**src/verilog/drs_pkg.sv**
```systemverilog
/*
 * Shared constants and types for the receive status register group.
 * Assumes one 25 MHz clock and a host that reaches the registers over
 * the serial register port only.
 */
package drs_pkg;

    // Register addresses on the serial port
    localparam logic [5:0] ADDR_EVENTS = 6'h08;
    localparam logic [5:0] ADDR_DATA_A = 6'h09;
    localparam logic [5:0] ADDR_QUAL_A = 6'h0A;
    localparam logic [5:0] ADDR_DATA_B = 6'h0B;

    // Event register bit positions
    localparam int EV_FULL_A  = 0;
    localparam int EV_EOF_A   = 1;
    localparam int EV_FLOW_A  = 2;
    localparam int EV_VALID_A = 3;
    localparam int EV_FULL_B  = 4;
    localparam int EV_EOF_B   = 5;
    localparam int EV_FLOW_B  = 6;
    localparam int EV_VALID_B = 7;

    // Bits cleared by a read of the event register
    localparam logic [7:0] EV_COR_MASK = 8'h66;
    localparam logic [7:0] REG_RESET   = 8'h00;

    // Serial frame: first byte carries write flag and address
    localparam int         SPI_WR_BIT  = 7;
    localparam logic [2:0] BIT_LAST    = 3'h7;
    localparam logic [2:0] BIT_FIRST   = 3'h0;
    localparam logic [3:0] INV_ZERO    = 4'h0;

    // Depth of the word buffer between assembler and data register
    localparam int BUF_DEPTH = 2;

    typedef struct packed {
        logic [7:0] data;
        logic [7:0] qual;
    } drs_word_t;

    typedef struct packed {
        logic sck;
        logic sel_n;
        logic mosi;
    } drs_spi_pins_t;

    typedef enum logic [1:0] {
        SPI_ADDR,
        SPI_DATA,
        SPI_DONE
    } drs_spi_state_t;

endpackage : drs_pkg

```
**src/verilog/drs_word_buf.sv**
```systemverilog
/*
 * Two-entry word buffer with valid/ready on both sides.
 * Assumes both sides run on the same clock; read data come from flops.
 */
module drs_word_buf (
    input  wire logic              ref_clk,
    input  wire logic              rst,
    input  wire logic              in_valid,
    output logic                   in_ready_q,
    input  wire drs_pkg::drs_word_t in_word,
    output logic                   out_valid,
    input  wire logic              out_ready,
    output drs_pkg::drs_word_t     out_word
);

    drs_pkg::drs_word_t mem_q [drs_pkg::BUF_DEPTH];
    logic               wr_ptr_q;
    logic               rd_ptr_q;
    logic [1:0]         cnt_q;
    logic [1:0]         cnt_d;
    logic               push;
    logic               pop;

    // Handshakes; ready is a flop so the source sees a clean level
    assign push      = in_valid && in_ready_q;
    assign pop       = out_valid && out_ready;
    assign out_valid = (cnt_q != 2'h0);
    assign out_word  = mem_q[rd_ptr_q];
    assign cnt_d     = cnt_q + {1'b0, push} - {1'b0, pop};

    // Storage has no reset: entries are only read once written
    always_ff @(posedge ref_clk) begin
        if (push) begin
            mem_q[wr_ptr_q] <= in_word;
        end
    end

    // Pointers and occupancy
    always_ff @(posedge ref_clk) begin
        if (rst) begin
            wr_ptr_q   <= 1'b0;
            rd_ptr_q   <= 1'b0;
            cnt_q      <= 2'h0;
            in_ready_q <= 1'b1;
        end else begin
            wr_ptr_q   <= wr_ptr_q ^ push;
            rd_ptr_q   <= rd_ptr_q ^ pop;
            cnt_q      <= cnt_d;
            in_ready_q <= (cnt_d != 2'(drs_pkg::BUF_DEPTH));
        end
    end

endmodule : drs_word_buf

```
**src/verilog/drs_rx_status.sv**
```systemverilog
/*
 * Receive event/status register group for a two-channel receiver:
 * event flags, channel A byte and per-bit qualifier, serial host port.
 * Assumes the baseband strobes bits on ref_clk, channel B data path and
 * the mode/end-of-frame controls live elsewhere and arrive as levels.
 */
module drs_rx_status (
    input  wire logic       ref_clk,
    input  wire logic       rst,
    input  wire logic       spi_sck,
    input  wire logic       spi_sel_n,
    input  wire logic       spi_mosi,
    output logic            spi_miso_q,
    output logic            spi_miso_oe_n_q,
    input  wire logic       rx_enable,
    input  wire logic       tx_enable,
    input  wire logic [3:0] eof_len,
    input  wire logic       cha_bit_stb,
    input  wire logic       cha_bit,
    input  wire logic       cha_bit_ok,
    output logic            cha_ready,
    input  wire logic       chb_load,
    input  wire logic       chb_all_ok,
    input  wire logic       chb_eof
);

    drs_pkg::drs_spi_pins_t pin_s1_q, pin_s2_q, pin_s3_q;
    drs_pkg::drs_spi_state_t spi_st_q;
    drs_pkg::drs_word_t     asm_word, buf_word;
    logic [2:0]  bit_cnt_q;
    logic [7:0]  in_sr_q, out_sr_q, rd_val, ev_q, ev_d, ev_view;
    logic [5:0]  addr_now;
    logic [7:0]  dat_a_q, qual_a_q;
    logic        sck_rise, sck_fall, selected, byte_end, rd_stb;
    logic        ev_rd, a_rd, b_rd, rx_mode;
    logic        a_full_q, b_full_q, a_load, buf_valid;
    logic [2:0]  pos_q;
    logic [3:0]  inv_q;
    logic [7:0]  asm_dat_q, asm_qual_q;
    logic        begun_q, take, eof_hit, word_done;

    // Pin synchroniser; only the second and third stages are inspected
    always_ff @(posedge ref_clk) begin
        pin_s1_q <= '{sck: spi_sck, sel_n: spi_sel_n, mosi: spi_mosi};
        pin_s2_q <= pin_s1_q;
        pin_s3_q <= pin_s2_q;
    end

    // Edge and frame decode of the serial port
    assign selected = !pin_s2_q.sel_n;
    assign sck_rise = selected && pin_s2_q.sck && !pin_s3_q.sck;
    assign sck_fall = selected && !pin_s2_q.sck && pin_s3_q.sck;
    assign byte_end = sck_rise && (bit_cnt_q == drs_pkg::BIT_LAST);
    assign addr_now = {in_sr_q[4:0], pin_s2_q.mosi};
    // No write path exists at all, so a write frame is discarded
    assign rd_stb   = byte_end && (spi_st_q == drs_pkg::SPI_ADDR)
                      && !in_sr_q[drs_pkg::SPI_WR_BIT - 1];
    assign ev_rd    = rd_stb && (addr_now == drs_pkg::ADDR_EVENTS);
    assign a_rd     = rd_stb && (addr_now == drs_pkg::ADDR_DATA_A);
    assign b_rd     = rd_stb && (addr_now == drs_pkg::ADDR_DATA_B);

    // Receive mode gates every flag
    assign rx_mode = rx_enable && !tx_enable;
    assign ev_view = rx_mode ? ev_q : drs_pkg::REG_RESET;

    // Read mux; event value is taken before its clear lands
    assign rd_val = (addr_now == drs_pkg::ADDR_EVENTS) ? ev_view :
                    (addr_now == drs_pkg::ADDR_DATA_A) ? dat_a_q :
                    (addr_now == drs_pkg::ADDR_QUAL_A) ? qual_a_q :
                    drs_pkg::REG_RESET;

    // Serial frame: address byte, then one data byte, then ignore
    always_ff @(posedge ref_clk) begin
        if (rst || !selected) begin
            spi_st_q  <= drs_pkg::SPI_ADDR;
            bit_cnt_q <= drs_pkg::BIT_FIRST;
        end else if (sck_rise) begin
            bit_cnt_q <= bit_cnt_q + 3'h1;
            if (byte_end) begin
                unique case (spi_st_q)
                    drs_pkg::SPI_ADDR: spi_st_q <= drs_pkg::SPI_DATA;
                    drs_pkg::SPI_DATA: spi_st_q <= drs_pkg::SPI_DONE;
                    drs_pkg::SPI_DONE: spi_st_q <= drs_pkg::SPI_DONE;
                endcase
            end
        end
    end

    // Shift registers; MSB first, data changes on the falling edge
    always_ff @(posedge ref_clk) begin
        if (rst) begin
            in_sr_q  <= drs_pkg::REG_RESET;
            out_sr_q <= drs_pkg::REG_RESET;
        end else if (sck_rise) begin
            in_sr_q  <= {in_sr_q[6:0], pin_s2_q.mosi};
            out_sr_q <= rd_stb ? rd_val : out_sr_q;
        end else if (sck_fall) begin
            out_sr_q <= {out_sr_q[6:0], 1'b0};
        end
    end

    // Output pin flops; enable low while selected
    always_ff @(posedge ref_clk) begin
        if (rst) begin
            spi_miso_q      <= 1'b0;
            spi_miso_oe_n_q <= 1'b1;
        end else begin
            spi_miso_q      <= sck_fall ? out_sr_q[7] : spi_miso_q;
            spi_miso_oe_n_q <= !selected;
        end
    end

    // Channel A bit assembly; bits before the first valid one are idle
    assign take      = cha_bit_stb && rx_mode && (begun_q || cha_bit_ok);
    assign eof_hit   = take && !cha_bit_ok && (inv_q >= eof_len);
    assign word_done = take && (eof_hit || (pos_q == drs_pkg::BIT_LAST));
    // Bit lands at its arrival position
    always_comb begin
        asm_word.data         = asm_dat_q;
        asm_word.qual         = asm_qual_q;
        asm_word.data[pos_q]  = cha_bit;
        asm_word.qual[pos_q]  = cha_bit_ok;
    end

    always_ff @(posedge ref_clk) begin
        if (rst || !rx_mode || word_done) begin
            pos_q      <= drs_pkg::BIT_FIRST;
            asm_dat_q  <= drs_pkg::REG_RESET;
            asm_qual_q <= drs_pkg::REG_RESET;
        end else if (take) begin
            pos_q      <= pos_q + 3'h1;
            asm_dat_q  <= asm_word.data;
            asm_qual_q <= asm_word.qual;
        end
    end

    // Frame tracking: invalid run length since last valid bit
    always_ff @(posedge ref_clk) begin
        if (rst || !rx_mode || eof_hit) begin
            begun_q <= 1'b0;
            inv_q   <= drs_pkg::INV_ZERO;
        end else if (take) begin
            begun_q <= 1'b1;
            inv_q   <= cha_bit_ok ? drs_pkg::INV_ZERO : inv_q + 4'h1;
        end
    end

    // Buffer absorbs a word while the host is slow to read
    drs_word_buf u_buf (
        .ref_clk    (ref_clk),
        .rst        (rst),
        .in_valid   (word_done),
        .in_ready_q (cha_ready),
        .in_word    (asm_word),
        .out_valid  (buf_valid),
        .out_ready  (!a_full_q),
        .out_word   (buf_word)
    );
    assign a_load = buf_valid && !a_full_q;

    // Data register A and occupancy; a read empties it
    always_ff @(posedge ref_clk) begin
        if (rst) begin
            dat_a_q  <= drs_pkg::REG_RESET;
            qual_a_q <= drs_pkg::REG_RESET;
            a_full_q <= 1'b0;
            b_full_q <= 1'b0;
        end else begin
            dat_a_q  <= a_load ? buf_word.data : dat_a_q;
            qual_a_q <= a_load ? buf_word.qual : qual_a_q;
            a_full_q <= a_load || (a_full_q && !a_rd);
            b_full_q <= (rx_mode && chb_load) || (b_full_q && !b_rd);
        end
    end

    // Event flags: clears first, sets after so a set wins
    // Flags consult no enable other than receive mode, so polling works
    always_comb begin
        ev_d = ev_q;
        if (ev_rd) ev_d = ev_d & ~drs_pkg::EV_COR_MASK;
        if (a_rd) ev_d[drs_pkg::EV_FULL_A] = 1'b0;
        if (b_rd) ev_d[drs_pkg::EV_FULL_B] = 1'b0;
        if (a_load) begin
            ev_d[drs_pkg::EV_FULL_A]  = 1'b1;
            ev_d[drs_pkg::EV_VALID_A] = &buf_word.qual;
        end
        if (chb_load) begin
            ev_d[drs_pkg::EV_FULL_B]  = 1'b1;
            ev_d[drs_pkg::EV_VALID_B] = chb_all_ok;
        end
        // Overflow: assembled word has nowhere to go; underflow: read of an empty data register
        if ((word_done && !cha_ready) || (a_rd && !a_full_q))
            ev_d[drs_pkg::EV_FLOW_A] = 1'b1;
        if ((chb_load && b_full_q && !b_rd) || (b_rd && !b_full_q))
            ev_d[drs_pkg::EV_FLOW_B] = 1'b1;
        if (eof_hit) ev_d[drs_pkg::EV_EOF_A] = 1'b1;
        if (chb_eof) ev_d[drs_pkg::EV_EOF_B] = 1'b1;
        if (!rx_mode) ev_d = drs_pkg::REG_RESET;
    end

    always_ff @(posedge ref_clk) begin
        if (rst) ev_q <= drs_pkg::REG_RESET;
        else     ev_q <= ev_d;
    end
endmodule : drs_rx_status

```
**config.mk**
```make
export PLATFORM = sky130hd
export DESIGN_NAME = drs_rx_status
export DESIGN_NICKNAME = d
export VERILOG_FILES = /design/src/verilog/drs_pkg.sv /design/src/verilog/drs_word_buf.sv /design/src/verilog/drs_rx_status.sv
export SDC_FILE = /design/constraint.sdc
export NUM_CORES = 1
export LEC_CHECK = 0
export BUFFER_PORTS_ARGS = -buffer_cell sky130_fd_sc_hd__buf_2
export CAP_MARGIN = 20
export CORE_MARGIN = 3
export CORE_UTILIZATION = 45
export CTS_BUF_LIST = sky130_fd_sc_hd__clkbuf_4 sky130_fd_sc_hd__clkbuf_8 sky130_fd_sc_hd__clkbuf_16
export DETAILED_ROUTE_END_ITERATION = 6
export SYNTH_ARGS = -nofsm -noshare
export SYNTH_HDL_FRONTEND = slang
export SYNTH_SLANG_ARGS = --single-unit
export TNS_END_PERCENT = 100
```
**constraint.sdc**
```tcl
create_clock -name ref_clk -period 3.4 [get_ports ref_clk]
set_clock_uncertainty 0.15 [all_clocks]
set_input_delay 0.68 -clock ref_clk [delete_from_list [all_inputs] [get_ports ref_clk]]
set_output_delay 0.68 -clock ref_clk [all_outputs]
set_load 0.01 [all_outputs]
```
# Yosys cells after proc, flatten, opt, wreduce, memory -nomap -nowiden
# Memories as Yosys holds them, arrays and structs flattened. A register that Yosys moved wholly into a read port is not among the register bits.
# Cells that the tools add are included.
# op_classes
reduce_logical	63
eq_ne	10
order_cmp	3
div_mod_pow	0
mux	27
n_mul	0
shifts	0
addsub	5
bitwise	3
# ops
cell	count
$mux W8	7
$logic_and A1 B1 Y1	27
$eq A6 B4 Y1 const B	4
$bwmux W8	2
$reduce_bool A2 Y1	8
$mux W1	14
$logic_not A1 Y1	12
$logic_or A1 B1 Y1	10
$reduce_and A8 Y1	1
$mux W7	1
$add A3 B1 Y3 const B	2
$eq A3 B3 Y1 const B	2
$add A4 B1 Y4 const B	1
$ge A4 B4 Y1	1
$lt A3 B4 Y1 const B	1
$mux W4	1
$pmux W2 S2	1
$reduce_and A2 Y1	2
$reduce_or A2 Y1	2
$demux W1 S3	1
$ge A3 B1 Y1 const B	1
$add A2 B1 Y2	1
$eq A2 B1 Y1 const B	1
$eq A2 B2 Y1 const B	1
other kinds (6)	7
# word_totals
latch_bits	0
mem_bits_ro	0
wordCells	146
regBits	84
ram_bits	32
mem_count	1
out_inout_bits	3
in_bits	17
# mem_list
memory	words	word_bits	read_ports	rd_ports_with_merged_regs	wr	line_no	text
u_buf.mem_q	2	16	1	1	1	drs_word_buf.sv:16	drs_pkg::drs_word_t mem_q [drs_pkg::BUF_DEPTH];

# Depth between registers and ports, before layout
# logic_depth
ltp_word	12
mapped_depth	11
depth_no_buf	11

# Modules after synthesis
# From an unflattened synthesis, not the netlist that was laid out.
# unflattened
cells_unflattened	484
area_unflattened_um2	4865.9
# modules_own_cells
module	seq_area_each_um2	instances	area_per_inst_um2	cells_each
drs_rx_status	1581.5	1	3458.3	407
drs_word_buf	1061.0	1	1407.6	77

# Worst setup path after synthesis
# OpenSTA, ideal clock, no wires.
# synth_path
path_type	in2reg
start	input eof_len[2]
end	memory u_buf.mem_q[1][0] (netlist bit), enable pin
path_stages	7
slack_ns	0.795
n_path_buf	0
arrival_time_ns	2.082
setup_ns	0.374
path_cell_list	inv_1 > ha_1 > nand2_1 > o21ai_1 > a31oi_1 > nor2b_1 > ha_1
# synth_between
elab_chain_len	7
# synth_lines
element	line_no	text
start, declared	drs_rx_status.sv:17	input wire logic [3:0] eof_len,
$ge A4 B4 Y1	drs_rx_status.sv:115	assign eof_hit = take && !cha_bit_ok && (inv_q >= eof_len);
$logic_and A1 B1 Y1	drs_rx_status.sv:115	
$logic_or A1 B1 Y1	drs_rx_status.sv:116	assign word_done = take && (eof_hit || (pos_q == drs_pkg::BIT_LAST));
$logic_and A1 B1 Y1	drs_rx_status.sv:116	
$logic_and A1 B1 Y1	drs_word_buf.sv:25	assign push = in_valid && in_ready_q;
$mux W1	drs_word_buf.sv:33	if (push) begin
$mux W1 (implied by the code)	drs_word_buf.sv:34	mem_q[wr_ptr_q] <= in_word;
end, declared	drs_word_buf.sv:16	
# No other way between the ends.

# Worst setup path in the final report
# layout_path
start	register pos_q[0]
end	register u_buf.in_ready_q
# layout_between
elab_chain_len	7
# layout_lines
element	line_no	text
start, declared	drs_rx_status.sv:37	logic [2:0] pos_q;
start signal, assigned	drs_rx_status.sv:127	pos_q <= drs_pkg::BIT_FIRST;
start signal, assigned	drs_rx_status.sv:131	pos_q <= pos_q + 3'h1;
$eq A3 B3 Y1	drs_rx_status.sv:116	
$logic_or A1 B1 Y1	drs_rx_status.sv:116	
$logic_and A1 B1 Y1	drs_rx_status.sv:116	
$logic_and A1 B1 Y1	drs_word_buf.sv:25	
$add A2 B1 Y2	drs_word_buf.sv:29	assign cnt_d = cnt_q + {1'b0, push} - {1'b0, pop};
$sub A2 B1 Y2	drs_word_buf.sv:29	
$ne A2 B2 Y1	drs_word_buf.sv:49	in_ready_q <= (cnt_d != 2'(drs_pkg::BUF_DEPTH));
end signal, assigned	drs_word_buf.sv:49	
end, declared	drs_word_buf.sv:9	output logic in_ready_q,
# No other way between the ends.
# A chain may end at the register's enable or synchronous reset.

==> impl_metrics.toml <==
[status]
status = "completed"

[power_and_ir_drop]
intPower_mw = 2.801
clockPowerShare = 0.448
combPwrFrac = 0.121
ir_drop_v = 0.0003554
p_leak_nw = 2.145
finalPower_mw = 3.752
power.switching_mw = 0.9506
power_density_nw_per_um2 = 651.7
sw_frac_of_total = 0.2534
seq_power_share = 0.431

[clocking]
cts_buffers = 17
clock_latency_ns = 0.52
cts_root_buffer = "clkbuf_8"
cts_resized = 0
clkTransAtPathRegs_ns = 0.06
post_cts_buffers = 0
cts_sinks = 116
cts_buffer_depth = 2
hold_buffers = 0
cts_tree = "built"
h-tree-depth = 4

[synthesis]
yosysSeqAreaShare = 0.5256
synth_flop_cell = "dfxtp_1"
ys_ff_latch = 116
async_flop_share = 0
synth_nets = 504
synth_area_leaders = "dfxtp_1, edfxtp_1, nor2_1, mux2i_1, mux2_2"
synth_edf_count = 32
netlist_top_cells_count = "dfxtp_1, nor2_1, edfxtp_1"
yosysWarnings = 0
synthDistinctLibCells = 57
yosysTopAreaCell = "dfxtp_1"
netlist_instances = 473
yosysMostFrequentCell = "dfxtp_1"
syn_area_per_cell_um2 = 10.63
synth_top_area_frac = 0.3345
syn_area_um2 = 5027

[setup_path]
cp.required_ns = 3.65
crit_chain = "ha_1 -> ha_1 -> inv_1 -> nor3_1 -> a31oi_1 -> nor2b_1 -> ha_1 -> xor2_1 -> nor2_1 -> nor3_1 -> nand2b_1"
crit_path_end_kind = "flip-flop"
crit_top_cell = "ha_1"
path_max_fanout = 10
critical-path-top-delay-family = "simple AND/OR/NAND/NOR gates"
crit_type = "reg -> reg"
slowest_delay_ns = 0.52
start_kind = "flip-flop"
crit_arrival_ns = 2.82
cp-startpoint = "pos_q[0]"
cpMaxStageDelayCell = "dfxtp_1"
r2r_start = "pos_q[0]"
path_buf_inv = 1

[routing]
wl_per_cell_um = 15.00
routed_via_density = 5.320
finalWirelength_um = 9567
drtIter0Drc = 180
final_antenna_net_count = 0
m1WireLength_um = 4441
drc_errors = 0
met2_length_um = 4674
vias = 3394
dr.pass1.iters = 4
met3WireLength_um = 334
routed.top_layer = "met4"

[timing]
rsz0062_at_grt = "false"
hold_viol = 0
min_period_over_period = 0.7543
tightestPinTransition_ns = 0.9642
slew_violations = 0
fin_crit_ns = 2.565
finalSetupViolCount = 0
layout_setup_ws_ns = 0.8352
fmax_mhz = 389.9
slew_headroom = 0.3563
fin_setup_tns_ns = 0

[floorplanning]
die_area_um2 = 12480
die_w_um = 111.7
num_rows = 37
start_util = 0.4742
pin_count = 20
coreArea_um2 = 10600
die_h_um = 111.7

[final_layout]
fin_nets = 520
syn2layout_area_growth_pct = 14.51
antennaDiodeCount = 0
drive_above_1_share = 0.1932
final_core_util = 0.5430

[placed_design]
port_buffers = 19
place_ws_ns = 0.5218
dp_hpwl_um = 6516
place.gp.congestion = 0.7755

[grt]
grt_max_degree = 42
grt_pass1_vias = 3370
grtUsageTotal = 0.1641
grt_pass1_wl_um = 16150
antenna_found_initial = 0
overflow = 0

[worst_hold_path]
hold_start = "spi_sck"
hold_class = "in -> reg"

[job]
cap_violations = 0
## state kept, by name, indices dropped and copies added, names as in the netlist, 2 cells and up
| register | count |
|---|---|
| qual_a_q | 8 |
| inv_q | 4 |
| ev_q | 8 |
| asm_dat_q | 8 |
| out_sr_q | 8 |
| spi_st_q | 2 |
| pin_s2_q | 2 |
| pos_q | 3 |
| bit_cnt_q | 3 |
| pin_s1_q | 3 |
| u_buf.mem_q | 32 |
| asm_qual_q | 8 |
| in_sr_q | 7 |
| dat_a_q | 8 |
| u_buf.cnt_q | 2 |
## placed cells by master (no fill, tap or decap), types with 5 or more instances in the layout
cell type	synthesis	final
a211oi_1	16	16
a21oi_1	27	27
a221oi_1	7	7
a22o_1	7	7
a22oi_1	9	9
buf_2	10	19
buf_4	2	7
clkbuf_16	0	17
clkinv_2	0	6
dfxtp_1	84	84
edfxtp_1	32	32
ha_1	14	14
inv_1	18	18
mux2_2	16	16
mux2i_1	18	18
nand2_1	23	23
nand2b_1	5	5
nand3_1	10	10
nor2_1	79	78
nor2b_1	9	9
nor3_1	10	10
nor3_4	9	9
## final timing paths
kind	to	slack, ns	cells after the start
worst max-delay path	u_buf.in_ready_q	0.84	11
worst max register to register	u_buf.in_ready_q	0.84	11
worst min-delay path	pin_s1_q[2]	0.11	1
worst min register to register	addr_now[0]	0.18	0
## stage by stage
step	std cells	area, um^2	hold slack (ns)
floorplan	473	5027	0.1596
global placement	606	5186	0.1604
detailed placement	606	5186	0.1660
CTS	638	5757	0.08821
global route	638	5757	0.08718
finish	638	5757	0.1138
## power by group through the flow
stage | clock network [mW] | registers [mW] | logic (mW)
floorplan | 0 | 1.59 | 0.407
global placement | 0 | 1.64 | 0.447
detailed placement | 0 | 1.65 | 0.453
CTS | 1.72 | 1.62 | 0.459
global route | 1.78 | 1.63 | 0.522
finish | 1.68 | 1.62 | 0.453
## layer usage
layer  vias up  global-route usage
li1       1723                   -
met1      1607              0.2061
met2        55              0.2626
met3         9             0.04620
met4         0             0.07543
met5         -                   0
## logic make-up (layout without fill, tap and decap cells)
| kind of cell | count (synthesis) | after routing | synth area share |
|---|---|---|---|
| AND/OR/NAND/NOR | 175 | 175 | 0.1994 |
| XOR/XNOR | 4 | 4 | 0.006970 |
| multiplexers | 34 | 34 | 0.07168 |
| flip-flops | 116 | 116 | 0.5256 |
| adder cells (fa/ha/maj) | 14 | 14 | 0.03484 |
| AO/OA/AOI/OAI | 83 | 83 | 0.1160 |
| buffers and inverters | 47 | 76 | 0.04554 |
## cell type report
cell class                 count  area, um^2
fill                         932        4845
sequential                   116        2643
tap                          136       170.2
clock buffer                  23       495.5
clock inverter                 9       75.07
inverter                      18       67.56
multi-input combinational    310        2158
timing repair buffer          26       147.6
(Power assumes the default switching activity.)
